[src/mssc_pkg.sv]
// Package: register map, field layout and timing constants for soft start
// Assumes a 100 MHz core clock; the design, checker and testbench import it whole.
package mssc_pkg;

  // Register offsets
  localparam logic [7:0] ADDR_FILTER_CFG = 8'h0f;
  localparam logic [7:0] ADDR_STARTUP_CFG = 8'h10;
  localparam logic [7:0] ADDR_SOFT_CFG = 8'h11;
  localparam logic [7:0] ADDR_SENSE_CFG = 8'h12;
  localparam logic [7:0] REG_RESET = 8'h00;

  // Field positions
  localparam int GLITCH_SEL_LSB = 0;
  localparam int LIMIT_OFF_BIT = 0;
  localparam int STARTUP_SEL_LSB = 1;
  localparam int DUTY_STEP_LSB = 1;
  localparam int RAMP_STEP_LSB = 4;
  localparam int RAMP_TARGET_LSB = 6;
  localparam int CUTOFF_SEL_LSB = 1;

  // Timing
  localparam int unsigned CLK_PERIOD_NS = 10;
  localparam int unsigned FILT_TICK_NS = 83;
  localparam int unsigned FILT_TICK_CYC = (FILT_TICK_NS / CLK_PERIOD_NS < 1) ? 1 :
                                          FILT_TICK_NS / CLK_PERIOD_NS;
  localparam int unsigned DUTY_TICK_NS = 2_700_000;
  localparam int unsigned DUTY_TICK_CYC_DEF = DUTY_TICK_NS / CLK_PERIOD_NS;
  localparam int unsigned RAMP_STEP_MS = 350;
  localparam int unsigned RAMP_STEP_CYC_DEF = RAMP_STEP_MS * 1_000_000 / CLK_PERIOD_NS;
  localparam int unsigned WAIT_MS = 350;
  localparam int unsigned WAIT_CYC_DEF = WAIT_MS * 1_000_000 / CLK_PERIOD_NS;

  // Current limit levels in permille of the normal limit
  localparam logic [10:0] PERMILLE_FULL = 11'd1000;
  localparam logic [10:0] STARTUP_STEP_PM = 11'd125;

  // Duty accumulator in eighths of 1/512
  localparam int DUTY_ACC_W = 12;
  localparam logic [DUTY_ACC_W-1:0] DUTY_ACC_MAX = 12'hfff;
  localparam logic [6:0] FIXED_DUTY_STEP = 7'd64;

  typedef enum logic [2:0] {ST_IDLE, ST_SOFT, ST_WAIT, ST_RAMP, ST_RUN} phase_e;

endpackage

[src/motor_soft_start_current_limit.sv]
// Soft start duty ramp, startup current limit ramp and comparator glitch filters.
// Assumes comparator inputs arrive asynchronously from pins; commands come
// from the sequencer on clk_i; registers are written by the serial port logic.
// How it works
// - Filter code picks 0/1,4/5,6/7,7/8 filter ticks
// - One field sets both filter lengths
// - Sense cutoff code driven to analog filter
// - Disable bit stops high side cut; soft start duty still freezes on limit comparator
// - Startup duty ramps from zero until limit
// - Limiting enabled: step from duty field
// - Limiting disabled: eight counts per 2.7ms
// - After wait, step limit every 350ms
// - Target clipped at normal limit
// - Forward idling skips startup, normal limit
// - Duty field codes give listed eighths
// - Target adds 0/30/40/50 percent
// - Step is 1/2/5/10 percent
// - Trip cuts high side until next PWM
// - Startup limit 100 down to 12.5 percent
// - Idling duty is speed/max/2
`timescale 1ns/1ps
`default_nettype none
module motor_soft_start_current_limit
  import mssc_pkg::*;
#(
  parameter int unsigned DUTY_TICK_CYC = DUTY_TICK_CYC_DEF,
  parameter int unsigned RAMP_STEP_CYC = RAMP_STEP_CYC_DEF,
  parameter int unsigned WAIT_CYC = WAIT_CYC_DEF
)
(
  // Clock, reset, enable
  input wire logic clk_i,
  input wire logic resetn_i,
  input wire logic ce_i,
  // Register port
  input wire logic reg_wr_i,
  input wire logic [7:0] reg_addr_i,
  input wire logic [7:0] reg_wdata_i,
  output logic [7:0] reg_rdata_o,
  // Comparators and PWM timing
  input wire logic oc_limit_cmp_i,
  input wire logic oc_shutdown_cmp_i,
  input wire logic pwm_cycle_start_i,
  // Sequencer
  input wire logic start_cmd_i,
  input wire logic stop_cmd_i,
  input wire logic idling_fwd_i,
  input wire logic sensorless_i,
  input wire logic duty_limit_en_i,
  input wire logic [1:0] top_speed_sel_i,
  input wire logic [15:0] detected_rpm_i,
  // Results
  output logic high_side_off_o,
  output logic shutdown_o,
  output logic [1:0] sense_cutoff_o,
  output logic [8:0] duty_o,
  output logic [9:0] limit_permille_o,
  output logic startup_active_o
);

  function automatic logic [3:0] limit_filt_len(input logic [1:0] code);
    unique case (code)
      2'b00: limit_filt_len = 4'd0;
      2'b01: limit_filt_len = 4'd4;
      2'b10: limit_filt_len = 4'd6;
      2'b11: limit_filt_len = 4'd7;
    endcase
  endfunction

  function automatic logic [6:0] duty_step(input logic [2:0] code);
    unique case (code)
      3'd0: duty_step = 7'd64;
      3'd1: duty_step = 7'd2;
      3'd2: duty_step = 7'd3;
      3'd3: duty_step = 7'd4;
      3'd4: duty_step = 7'd6;
      3'd5: duty_step = 7'd10;
      3'd6: duty_step = 7'd20;
      3'd7: duty_step = 7'd56;
    endcase
  endfunction

  function automatic logic [10:0] target_add(input logic [1:0] code);
    unique case (code)
      2'b00: target_add = 11'd0;
      2'b01: target_add = 11'd300;
      2'b10: target_add = 11'd400;
      2'b11: target_add = 11'd500;
    endcase
  endfunction

  function automatic logic [10:0] ramp_step(input logic [1:0] code);
    unique case (code)
      2'b00: ramp_step = 11'd10;
      2'b01: ramp_step = 11'd20;
      2'b10: ramp_step = 11'd50;
      2'b11: ramp_step = 11'd100;
    endcase
  endfunction

  // Configuration registers
  logic [7:0] filter_cfg;
  logic [7:0] startup_cfg;
  logic [7:0] soft_cfg;
  logic [7:0] sense_cfg;

  always_ff @(posedge clk_i or negedge resetn_i)
  begin
    if (!resetn_i)
    begin
      filter_cfg <= REG_RESET;
      startup_cfg <= REG_RESET;
      soft_cfg <= REG_RESET;
      sense_cfg <= REG_RESET;
    end
    else if (ce_i && reg_wr_i)
    begin
      if (reg_addr_i == ADDR_FILTER_CFG) filter_cfg <= reg_wdata_i;
      if (reg_addr_i == ADDR_STARTUP_CFG) startup_cfg <= reg_wdata_i;
      if (reg_addr_i == ADDR_SOFT_CFG) soft_cfg <= reg_wdata_i;
      if (reg_addr_i == ADDR_SENSE_CFG) sense_cfg <= reg_wdata_i;
    end
  end

  // Field decode
  wire logic [1:0] glitch_filter_sel = filter_cfg[GLITCH_SEL_LSB +: 2];
  wire logic current_limit_off = startup_cfg[LIMIT_OFF_BIT];
  wire logic [2:0] startup_limit_sel = startup_cfg[STARTUP_SEL_LSB +: 3];
  wire logic [2:0] ramp_duty_step_sel = soft_cfg[DUTY_STEP_LSB +: 3];
  wire logic [1:0] ramp_step_sel = soft_cfg[RAMP_STEP_LSB +: 2];
  wire logic [1:0] ramp_target_sel = soft_cfg[RAMP_TARGET_LSB +: 2];
  wire logic [1:0] sense_cutoff_sel = sense_cfg[CUTOFF_SEL_LSB +: 2];
  wire logic [7:0] read_mux = (reg_addr_i == ADDR_FILTER_CFG) ? filter_cfg :
                              (reg_addr_i == ADDR_STARTUP_CFG) ? startup_cfg :
                              (reg_addr_i == ADDR_SOFT_CFG) ? soft_cfg :
                              (reg_addr_i == ADDR_SENSE_CFG) ? sense_cfg : 8'h00;

  // Filter time base near 12 MHz
  logic [3:0] tick_cnt;
  wire logic filt_tick = (tick_cnt == 4'(FILT_TICK_CYC - 1));

  always_ff @(posedge clk_i or negedge resetn_i)
  begin
    if (!resetn_i)
      tick_cnt <= 4'h0;
    else if (ce_i)
      tick_cnt <= filt_tick ? 4'h0 : tick_cnt + 4'h1;
  end

  // Channel 0 limit comparator, channel 1 shutdown comparator
  wire logic [1:0] cmp_pin = {oc_shutdown_cmp_i, oc_limit_cmp_i};
  logic [1:0] cmp_filt;
  // Shutdown always one tick longer, both from one field
  wire logic [3:0] base_len = limit_filt_len(glitch_filter_sel);
  wire logic [3:0] filt_len [2];
  assign filt_len[0] = base_len;
  assign filt_len[1] = base_len + 4'h1;

  generate
    for (genvar ch = 0; ch < 2; ch++)
    begin : g_filt
      logic sync_a;
      logic sync_b;
      logic [3:0] run;
      always_ff @(posedge clk_i or negedge resetn_i)
      begin
        if (!resetn_i)
        begin
          sync_a <= 1'b0;
          sync_b <= 1'b0;
          run <= 4'h0;
          cmp_filt[ch] <= 1'b0;
        end
        else if (ce_i)
        begin
          sync_a <= cmp_pin[ch];
          sync_b <= sync_a;
          if (!sync_b)
          begin
            run <= 4'h0;
            cmp_filt[ch] <= 1'b0;
          end
          else
          begin
            if (filt_tick && run < filt_len[ch])
              run <= run + 4'h1;
            cmp_filt[ch] <= (run >= filt_len[ch]);
          end
        end
      end
    end
  endgenerate

  // High side cut per PWM cycle; a trip in the release cycle still wins
  wire logic limit_trip = cmp_filt[0] && !current_limit_off;
  logic high_side_off;
  always_ff @(posedge clk_i or negedge resetn_i)
  begin
    if (!resetn_i)
      high_side_off <= 1'b0;
    else if (ce_i)
      high_side_off <= limit_trip || (high_side_off && !pwm_cycle_start_i &&
                                      !current_limit_off);
  end

  // Startup sequencer
  phase_e phase;
  phase_e next_phase;
  logic [31:0] tmr;
  logic [DUTY_ACC_W-1:0] duty_acc;
  logic [10:0] limit_pm;

  wire logic [10:0] startup_pm = STARTUP_STEP_PM * (11'd8 - {8'h00, startup_limit_sel});
  wire logic [10:0] raw_target = startup_pm + target_add(ramp_target_sel);
  wire logic [10:0] ramp_target = (raw_target > PERMILLE_FULL) ? PERMILLE_FULL :
                                  raw_target;
  wire logic [10:0] stepped_pm = limit_pm + ramp_step(ramp_step_sel);
  wire logic ramp_done = (stepped_pm >= ramp_target);

  wire logic [6:0] soft_step = duty_limit_en_i ? duty_step(ramp_duty_step_sel) :
                               FIXED_DUTY_STEP;
  wire logic [DUTY_ACC_W:0] duty_sum = {1'b0, duty_acc} + {6'h00, soft_step};
  wire logic [DUTY_ACC_W-1:0] duty_sat = duty_sum[DUTY_ACC_W] ? DUTY_ACC_MAX :
                                         duty_sum[DUTY_ACC_W-1:0];

  // Speed / max / 2 in eighths of 1/512: rpm >> (1 + select)
  wire logic [15:0] idle_eighths = detected_rpm_i >> (5'd1 + {3'h0, top_speed_sel_i});
  wire logic [DUTY_ACC_W-1:0] idle_duty = (idle_eighths > {4'h0, DUTY_ACC_MAX}) ?
                                          DUTY_ACC_MAX : idle_eighths[DUTY_ACC_W-1:0];

  wire logic duty_tick = (tmr == DUTY_TICK_CYC - 1);
  wire logic wait_done = (tmr == WAIT_CYC - 1);
  wire logic ramp_tick = (tmr == RAMP_STEP_CYC - 1);

  always_comb
  begin
    next_phase = phase;
    unique case (phase)
      ST_IDLE: next_phase = phase;
      ST_SOFT: if (sensorless_i) next_phase = ST_WAIT;
      ST_WAIT: if (wait_done) next_phase = ST_RAMP;
      ST_RAMP: if (ramp_tick && ramp_done) next_phase = ST_RUN;
      ST_RUN: next_phase = phase;
    endcase
    if (start_cmd_i)
      next_phase = idling_fwd_i ? ST_RUN : ST_SOFT;
    if (stop_cmd_i)
      next_phase = ST_IDLE;
  end

  always_ff @(posedge clk_i or negedge resetn_i)
  begin
    if (!resetn_i)
      phase <= ST_IDLE;
    else if (ce_i)
      phase <= next_phase;
  end

  // Shared timer: duty steps in soft start, then wait and ramp periods
  always_ff @(posedge clk_i or negedge resetn_i)
  begin
    if (!resetn_i)
      tmr <= 32'h0;
    else if (ce_i)
    begin
      if (next_phase != phase || start_cmd_i)
        tmr <= 32'h0;
      else if (duty_tick && phase == ST_SOFT)
        tmr <= 32'h0;
      else if (ramp_tick && phase == ST_RAMP)
        tmr <= 32'h0;
      else if (phase != ST_IDLE && phase != ST_RUN)
        tmr <= tmr + 32'h1;
    end
  end

  // Duty: starts at zero, or at idle_duty on an idling start, frozen while the limit comparator is active
  always_ff @(posedge clk_i or negedge resetn_i)
  begin
    if (!resetn_i)
      duty_acc <= '0;
    else if (ce_i)
    begin
      if (stop_cmd_i)
        duty_acc <= '0;
      else if (start_cmd_i)
        duty_acc <= idling_fwd_i ? idle_duty : '0;
      else if (phase == ST_SOFT && duty_tick && !cmp_filt[0])
        duty_acc <= duty_sat;
    end
  end

  // Current limit level
  always_ff @(posedge clk_i or negedge resetn_i)
  begin
    if (!resetn_i)
      limit_pm <= PERMILLE_FULL;
    else if (ce_i)
    begin
      if (start_cmd_i)
        limit_pm <= idling_fwd_i ? PERMILLE_FULL : startup_pm;
      else if (phase == ST_SOFT || phase == ST_WAIT)
        limit_pm <= startup_pm;
      else if (phase == ST_RAMP && ramp_tick)
        limit_pm <= ramp_done ? ramp_target : stepped_pm;
    end
  end

  // Registered outputs
  always_ff @(posedge clk_i or negedge resetn_i)
  begin
    if (!resetn_i)
    begin
      reg_rdata_o <= 8'h00;
      high_side_off_o <= 1'b0;
      shutdown_o <= 1'b0;
      sense_cutoff_o <= 2'b00;
      duty_o <= 9'h000;
      limit_permille_o <= 10'h000;
      startup_active_o <= 1'b0;
    end
    else if (ce_i)
    begin
      reg_rdata_o <= read_mux;
      high_side_off_o <= high_side_off;
      shutdown_o <= cmp_filt[1];
      sense_cutoff_o <= sense_cutoff_sel;
      duty_o <= duty_acc[DUTY_ACC_W-1:3];
      limit_permille_o <= limit_pm[9:0];
      startup_active_o <= (phase == ST_SOFT);
    end
  end

endmodule
`default_nettype wire

[config.mk]
export PLATFORM = sky130hd
export DESIGN_NAME = motor_soft_start_current_limit
export DESIGN_NICKNAME = d
export VERILOG_FILES = /design/src/mssc_pkg.sv /design/src/motor_soft_start_current_limit.sv
export SDC_FILE = /design/constraint.sdc
export NUM_CORES = 1
export LEC_CHECK = 0
export BUFFER_PORTS_ARGS = -buffer_cell sky130_fd_sc_hd__buf_2
export CAP_MARGIN = 20
export CELL_PAD_IN_SITES_DETAIL_PLACEMENT = 0
export CELL_PAD_IN_SITES_GLOBAL_PLACEMENT = 2
export CORE_MARGIN = 3
export CORE_UTILIZATION = 35
export CTS_CLUSTER_DIAMETER = 200
export DETAILED_ROUTE_END_ITERATION = 8
export GPL_ROUTABILITY_DRIVEN = 0
export PLACE_DENSITY = 0.73
export SLEW_MARGIN = 20
export SYNTH_ARGS = -nofsm -noshare
export SYNTH_HDL_FRONTEND = slang
export SYNTH_SLANG_ARGS = --single-unit
[constraint.sdc]
create_clock -name clk_i -period 6.1 [get_ports clk_i]
set_clock_uncertainty 0.05 [all_clocks]
set_input_delay 0.61 -clock clk_i [delete_from_list [all_inputs] [get_ports clk_i]]
set_output_delay 0.61 -clock clk_i [all_outputs]
set_load 0.02 [all_outputs]
==> impl_metrics.py <==
metrics = {
    "sta": {
        "post-route-min-period_ns": 6.158,
        "fin_setup_tns_ns": -0.1111,
        "rsz0062_at_grt": "yes",
        "fin_ws_ns": -0.05766,
        "slew_viol_final": 0,
        "hold_viol": 0,
        "finalCritPeriodShare_pct": 100.9,
        "worstMarginPinSlew_ns": 0.9514,
        "relSlewSlack_pct": 36.57,
        "fmax_mhz": 162.4,
        "setup_viol": 4,
    },
    "cells_and_area": {
        "nNetsFinal": 1303,
        "antenna_cells": 0,
        "syn2layout_area_growth_pct": 24.86,
        "layout-drive-gt1-share_pct": 30.12,
    },
    "cts": {
        "clock-root-buffer": "clkbuf_16",
        "numCtsBuffers": 17,
        "clk_pin_slew_ns": 0.07,
        "cts_buffer_depth": 2,
        "clock_latency_ns": 0.42,
        "cts_hold_buf": 0,
        "tritoncts": "built",
        "htree_levels": 4,
        "clock_sinks": 141,
    },
    "pwr": {
        "p_per_area_nw_per_um2": 370.7,
        "p_comb_share_pct": 48.7,
        "p_sw_mw": 1.655,
        "p_clk_share_pct": 25.4,
        "p_leak_nw": 5.479,
        "p_seq_share_pct": 25.9,
        "ir_drop_mv": 0.1659,
        "p_sw_share_pct": 36.66,
        "p_int_mw": 2.858,
    },
    "floorplan": {
        "io_pins": 78,
        "die_w_um": 172.9,
        "start_util_pct": 35.88,
        "die-area_um2": 29900,
        "core_um2": 27180,
        "die_h_um": 172.9,
        "rows": 60,
    },
    "synth": {
        "syn-cell-area_um2": 9751,
        "ys_async_sr_fraction_pct": 100.0,
        "synth_edf_count": 0,
        "ys_warn_count": 0,
        "yosys.area.top_type": "dfrtp_1",
        "ys.flop_type": "dfrtp_1",
        "synth.most_common_cell": "dfrtp_1",
        "ys_seq_area_share_pct": 36.26,
        "syn_nets": 1156,
        "syn_inst": 1032,
        "synth_top_area_share_pct": 34.65,
        "synthTopCellsByArea": "dfrtp_1 (35%), ha_1 (9.1%), mux2_2 (7.2%)",
        "ys_types": 93,
        "ys_top_cells_by_count": "dfrtp_1 (135), o21ai_0 (88), nand2_1 (85), ha_1 (71), nor2_1 (71)",
        "synth.ff_latch_count": 141,
        "syn_avg_cell_area_um2": 9.448,
    },
    "status": {
        "status": "finished with violations",
        "violations": "negative setup slack",
    },
    "setup_path": {
        "path_common_cell": "ha_4",
        "cp.arrival_ns": 6.40,
        "cp.required_ns": 6.34,
        "path_max_fanout": 6,
        "worst_setup_path_end_kind": "flop",
        "critPathKind": "flop to flop",
        "worstSetupStartpointType": "flop",
        "slowest_delay_ns": 0.48,
        "worst_path_max_delay_cell": "fa_1",
    },
    "placed_design": {
        "hpwl_um": 19110,
        "pre_cts_slack_ns": -0.1963,
        "io_buffers": 76,
    },
    "grt": {
        "grt_overflow": 0,
        "grt_pass1_wl_um": 43700,
        "grt_max_degree": 98,
        "antenna_found_initial": 0,
        "track_usage_pct": 17.75,
        "grt_pass1_vias": 8253,
    },
    "detailed_routing": {
        "drc_errors": 0,
        "antenna_left": 0,
        "wl_per_cell_um": 17.19,
        "drt-initial-drc-count": 452,
        "drt_first_pass_iters": 5,
        "via_per_inst": 5.299,
        "finalWirelength_um": 26890,
        "num_vias": 8287,
    },
    "flow_run": {
        "maxCapViolCount": 0,
    },
    "worst_hold_path": {
        "min_path_type": "input port to async pin",
    },
}
==> worst paths after layout <==
check,start,depth (start not counted),end,slack [ns]
setup / recovery,startup_cfg[1],29,limit_pm[1],-0.06
hold / removal,resetn_i,1,g_filt[0].run[0],0.20
setup reg to reg,startup_cfg[1],29,limit_pm[1],-0.06
hold reg to reg,startup_cfg[0],1,high_side_off,0.41
max in group asynchronous,resetn_i,2,tmr[1],4.62
min in group clk_i,oc_limit_cmp_i,2,g_filt[0].sync_a,0.37
==> worst max-delay path: cells and delay by family, from the launching register on <==
kind / cells / cell delay [ns]
AOI/OAI and AO/OA: 9 / 1.78
buffers and inverters: 6 / 0.65
and+or+nand+nor: 6 / 1.00
xor gates and xnor gates: 2 / 0.36
adders and majority gates: 6 / 1.77
DFF: 1 / 0.42
==> kinds of logic (layout without fill, tap and decap cells) <==
| kind of cell | Yosys count | in the layout | share of synthesized area (%) |
|---|---|---|---|
| and+or+nand+nor | 315 | 315 | 16.85 |
| AOI/OAI and AO/OA | 284 | 284 | 19.30 |
| DFF | 141 | 141 | 36.26 |
| buffers and inverters | 100 | 260 | 4.106 |
| muxes | 85 | 85 | 10.03 |
| adders and majority gates | 78 | 78 | 10.55 |
| xor gates and xnor gates | 28 | 28 | 2.862 |
| other | 1 | 1 | 0.03846 |
==> through the flow <==
step	total power, mW	instances	util, %	cell area (µm²)	hold slack (ns)
after floorplan	2.229	1032	-	9829	0.2644
after global placement	2.855	1508	40.52	11010	0.4090
after detailed placement	2.866	1508	40.52	11010	0.4209
after CTS	4.260	1555	43.70	11880	0.2916
after global routing	4.802	1564	44.80	12170	0.3215
final	4.513	1564	44.80	12170	0.2031
==> placed cells by master, fill, tap and decap left out, types with 6 or more instances in the layout <==
cell	netlist	final
dfrtp_1	135	134
o21ai_0	88	84
buf_4	1	82
nand2_1	85	79
buf_2	9	75
nor2_1	71	66
mux2_2	62	62
ha_1	71	60
inv_1	60	54
a21oi_1	47	46
nor3_1	27	26
a31oi_1	21	19
mux2i_1	19	19
nand4_1	17	17
clkbuf_16	0	17
nand3_1	16	16
o21a_1	14	14
nor2b_1	13	13
xnor2_1	15	12
and3_1	11	11
o31ai_1	12	11
o2bb2ai_1	11	10
ha_4	0	10
o21ai_1	7	9
buf_6	0	9
or2_2	8	8
a21o_1	8	8
xor2_1	11	8
a211oi_1	10	8
a22oi_1	8	8
nor4_1	8	8
nand2b_1	6	6
nor3b_1	6	6
o21bai_1	6	6
fa_1	7	6
dfstp_2	6	6
==> power groups by stage <==
stage	clock (mW)	combinational, mW	sequential (mW)
after global placement	0	1.67	1.19
after CTS	1.17	1.92	1.17
after global routing	1.21	2.40	1.19
after floorplan	0	1.02	1.21
final	1.15	2.20	1.17
after detailed placement	0	1.68	1.19
==> area by class of cell <==
type / instances / area, µm²
fill: 2684 / 15000
clock inverter: 15 / 210.2
timing repair buffer: 166 / 1092
tap: 372 / 465.4
multi-input combinational: 791 / 6208
clock buffer: 17 / 425.4
sequential: 141 / 3537
inverter: 62 / 235.2
==> what timing repair did <==
item / 4_1_cts / 5_1_grt
resized for setup: 29 / 41
buffers inserted: 17 / 9
pin swaps: 28 / 27
endpoints found under the setup margin: 14 / 14
==> per-layer routing <==
metal / vias up / track usage (%) / share of wire, %
met4: 0 / 3.581 / 0.59
met3: 9 / 2.591 / 2.6
met5: - / 0 / 0
met1: 4077 / 24.51 / 48
li1: 4096 / - / -
met2: 105 / 29.78 / 49
==> state kept, by name, summed over array words and instances (netlist names), 9 cells and up <==
name and count:
tmr 32, duty_o 9, limit_pm 11, limit_permille_o 10, duty_acc 12
Note: power is estimated with default switching activity, not from simulation.
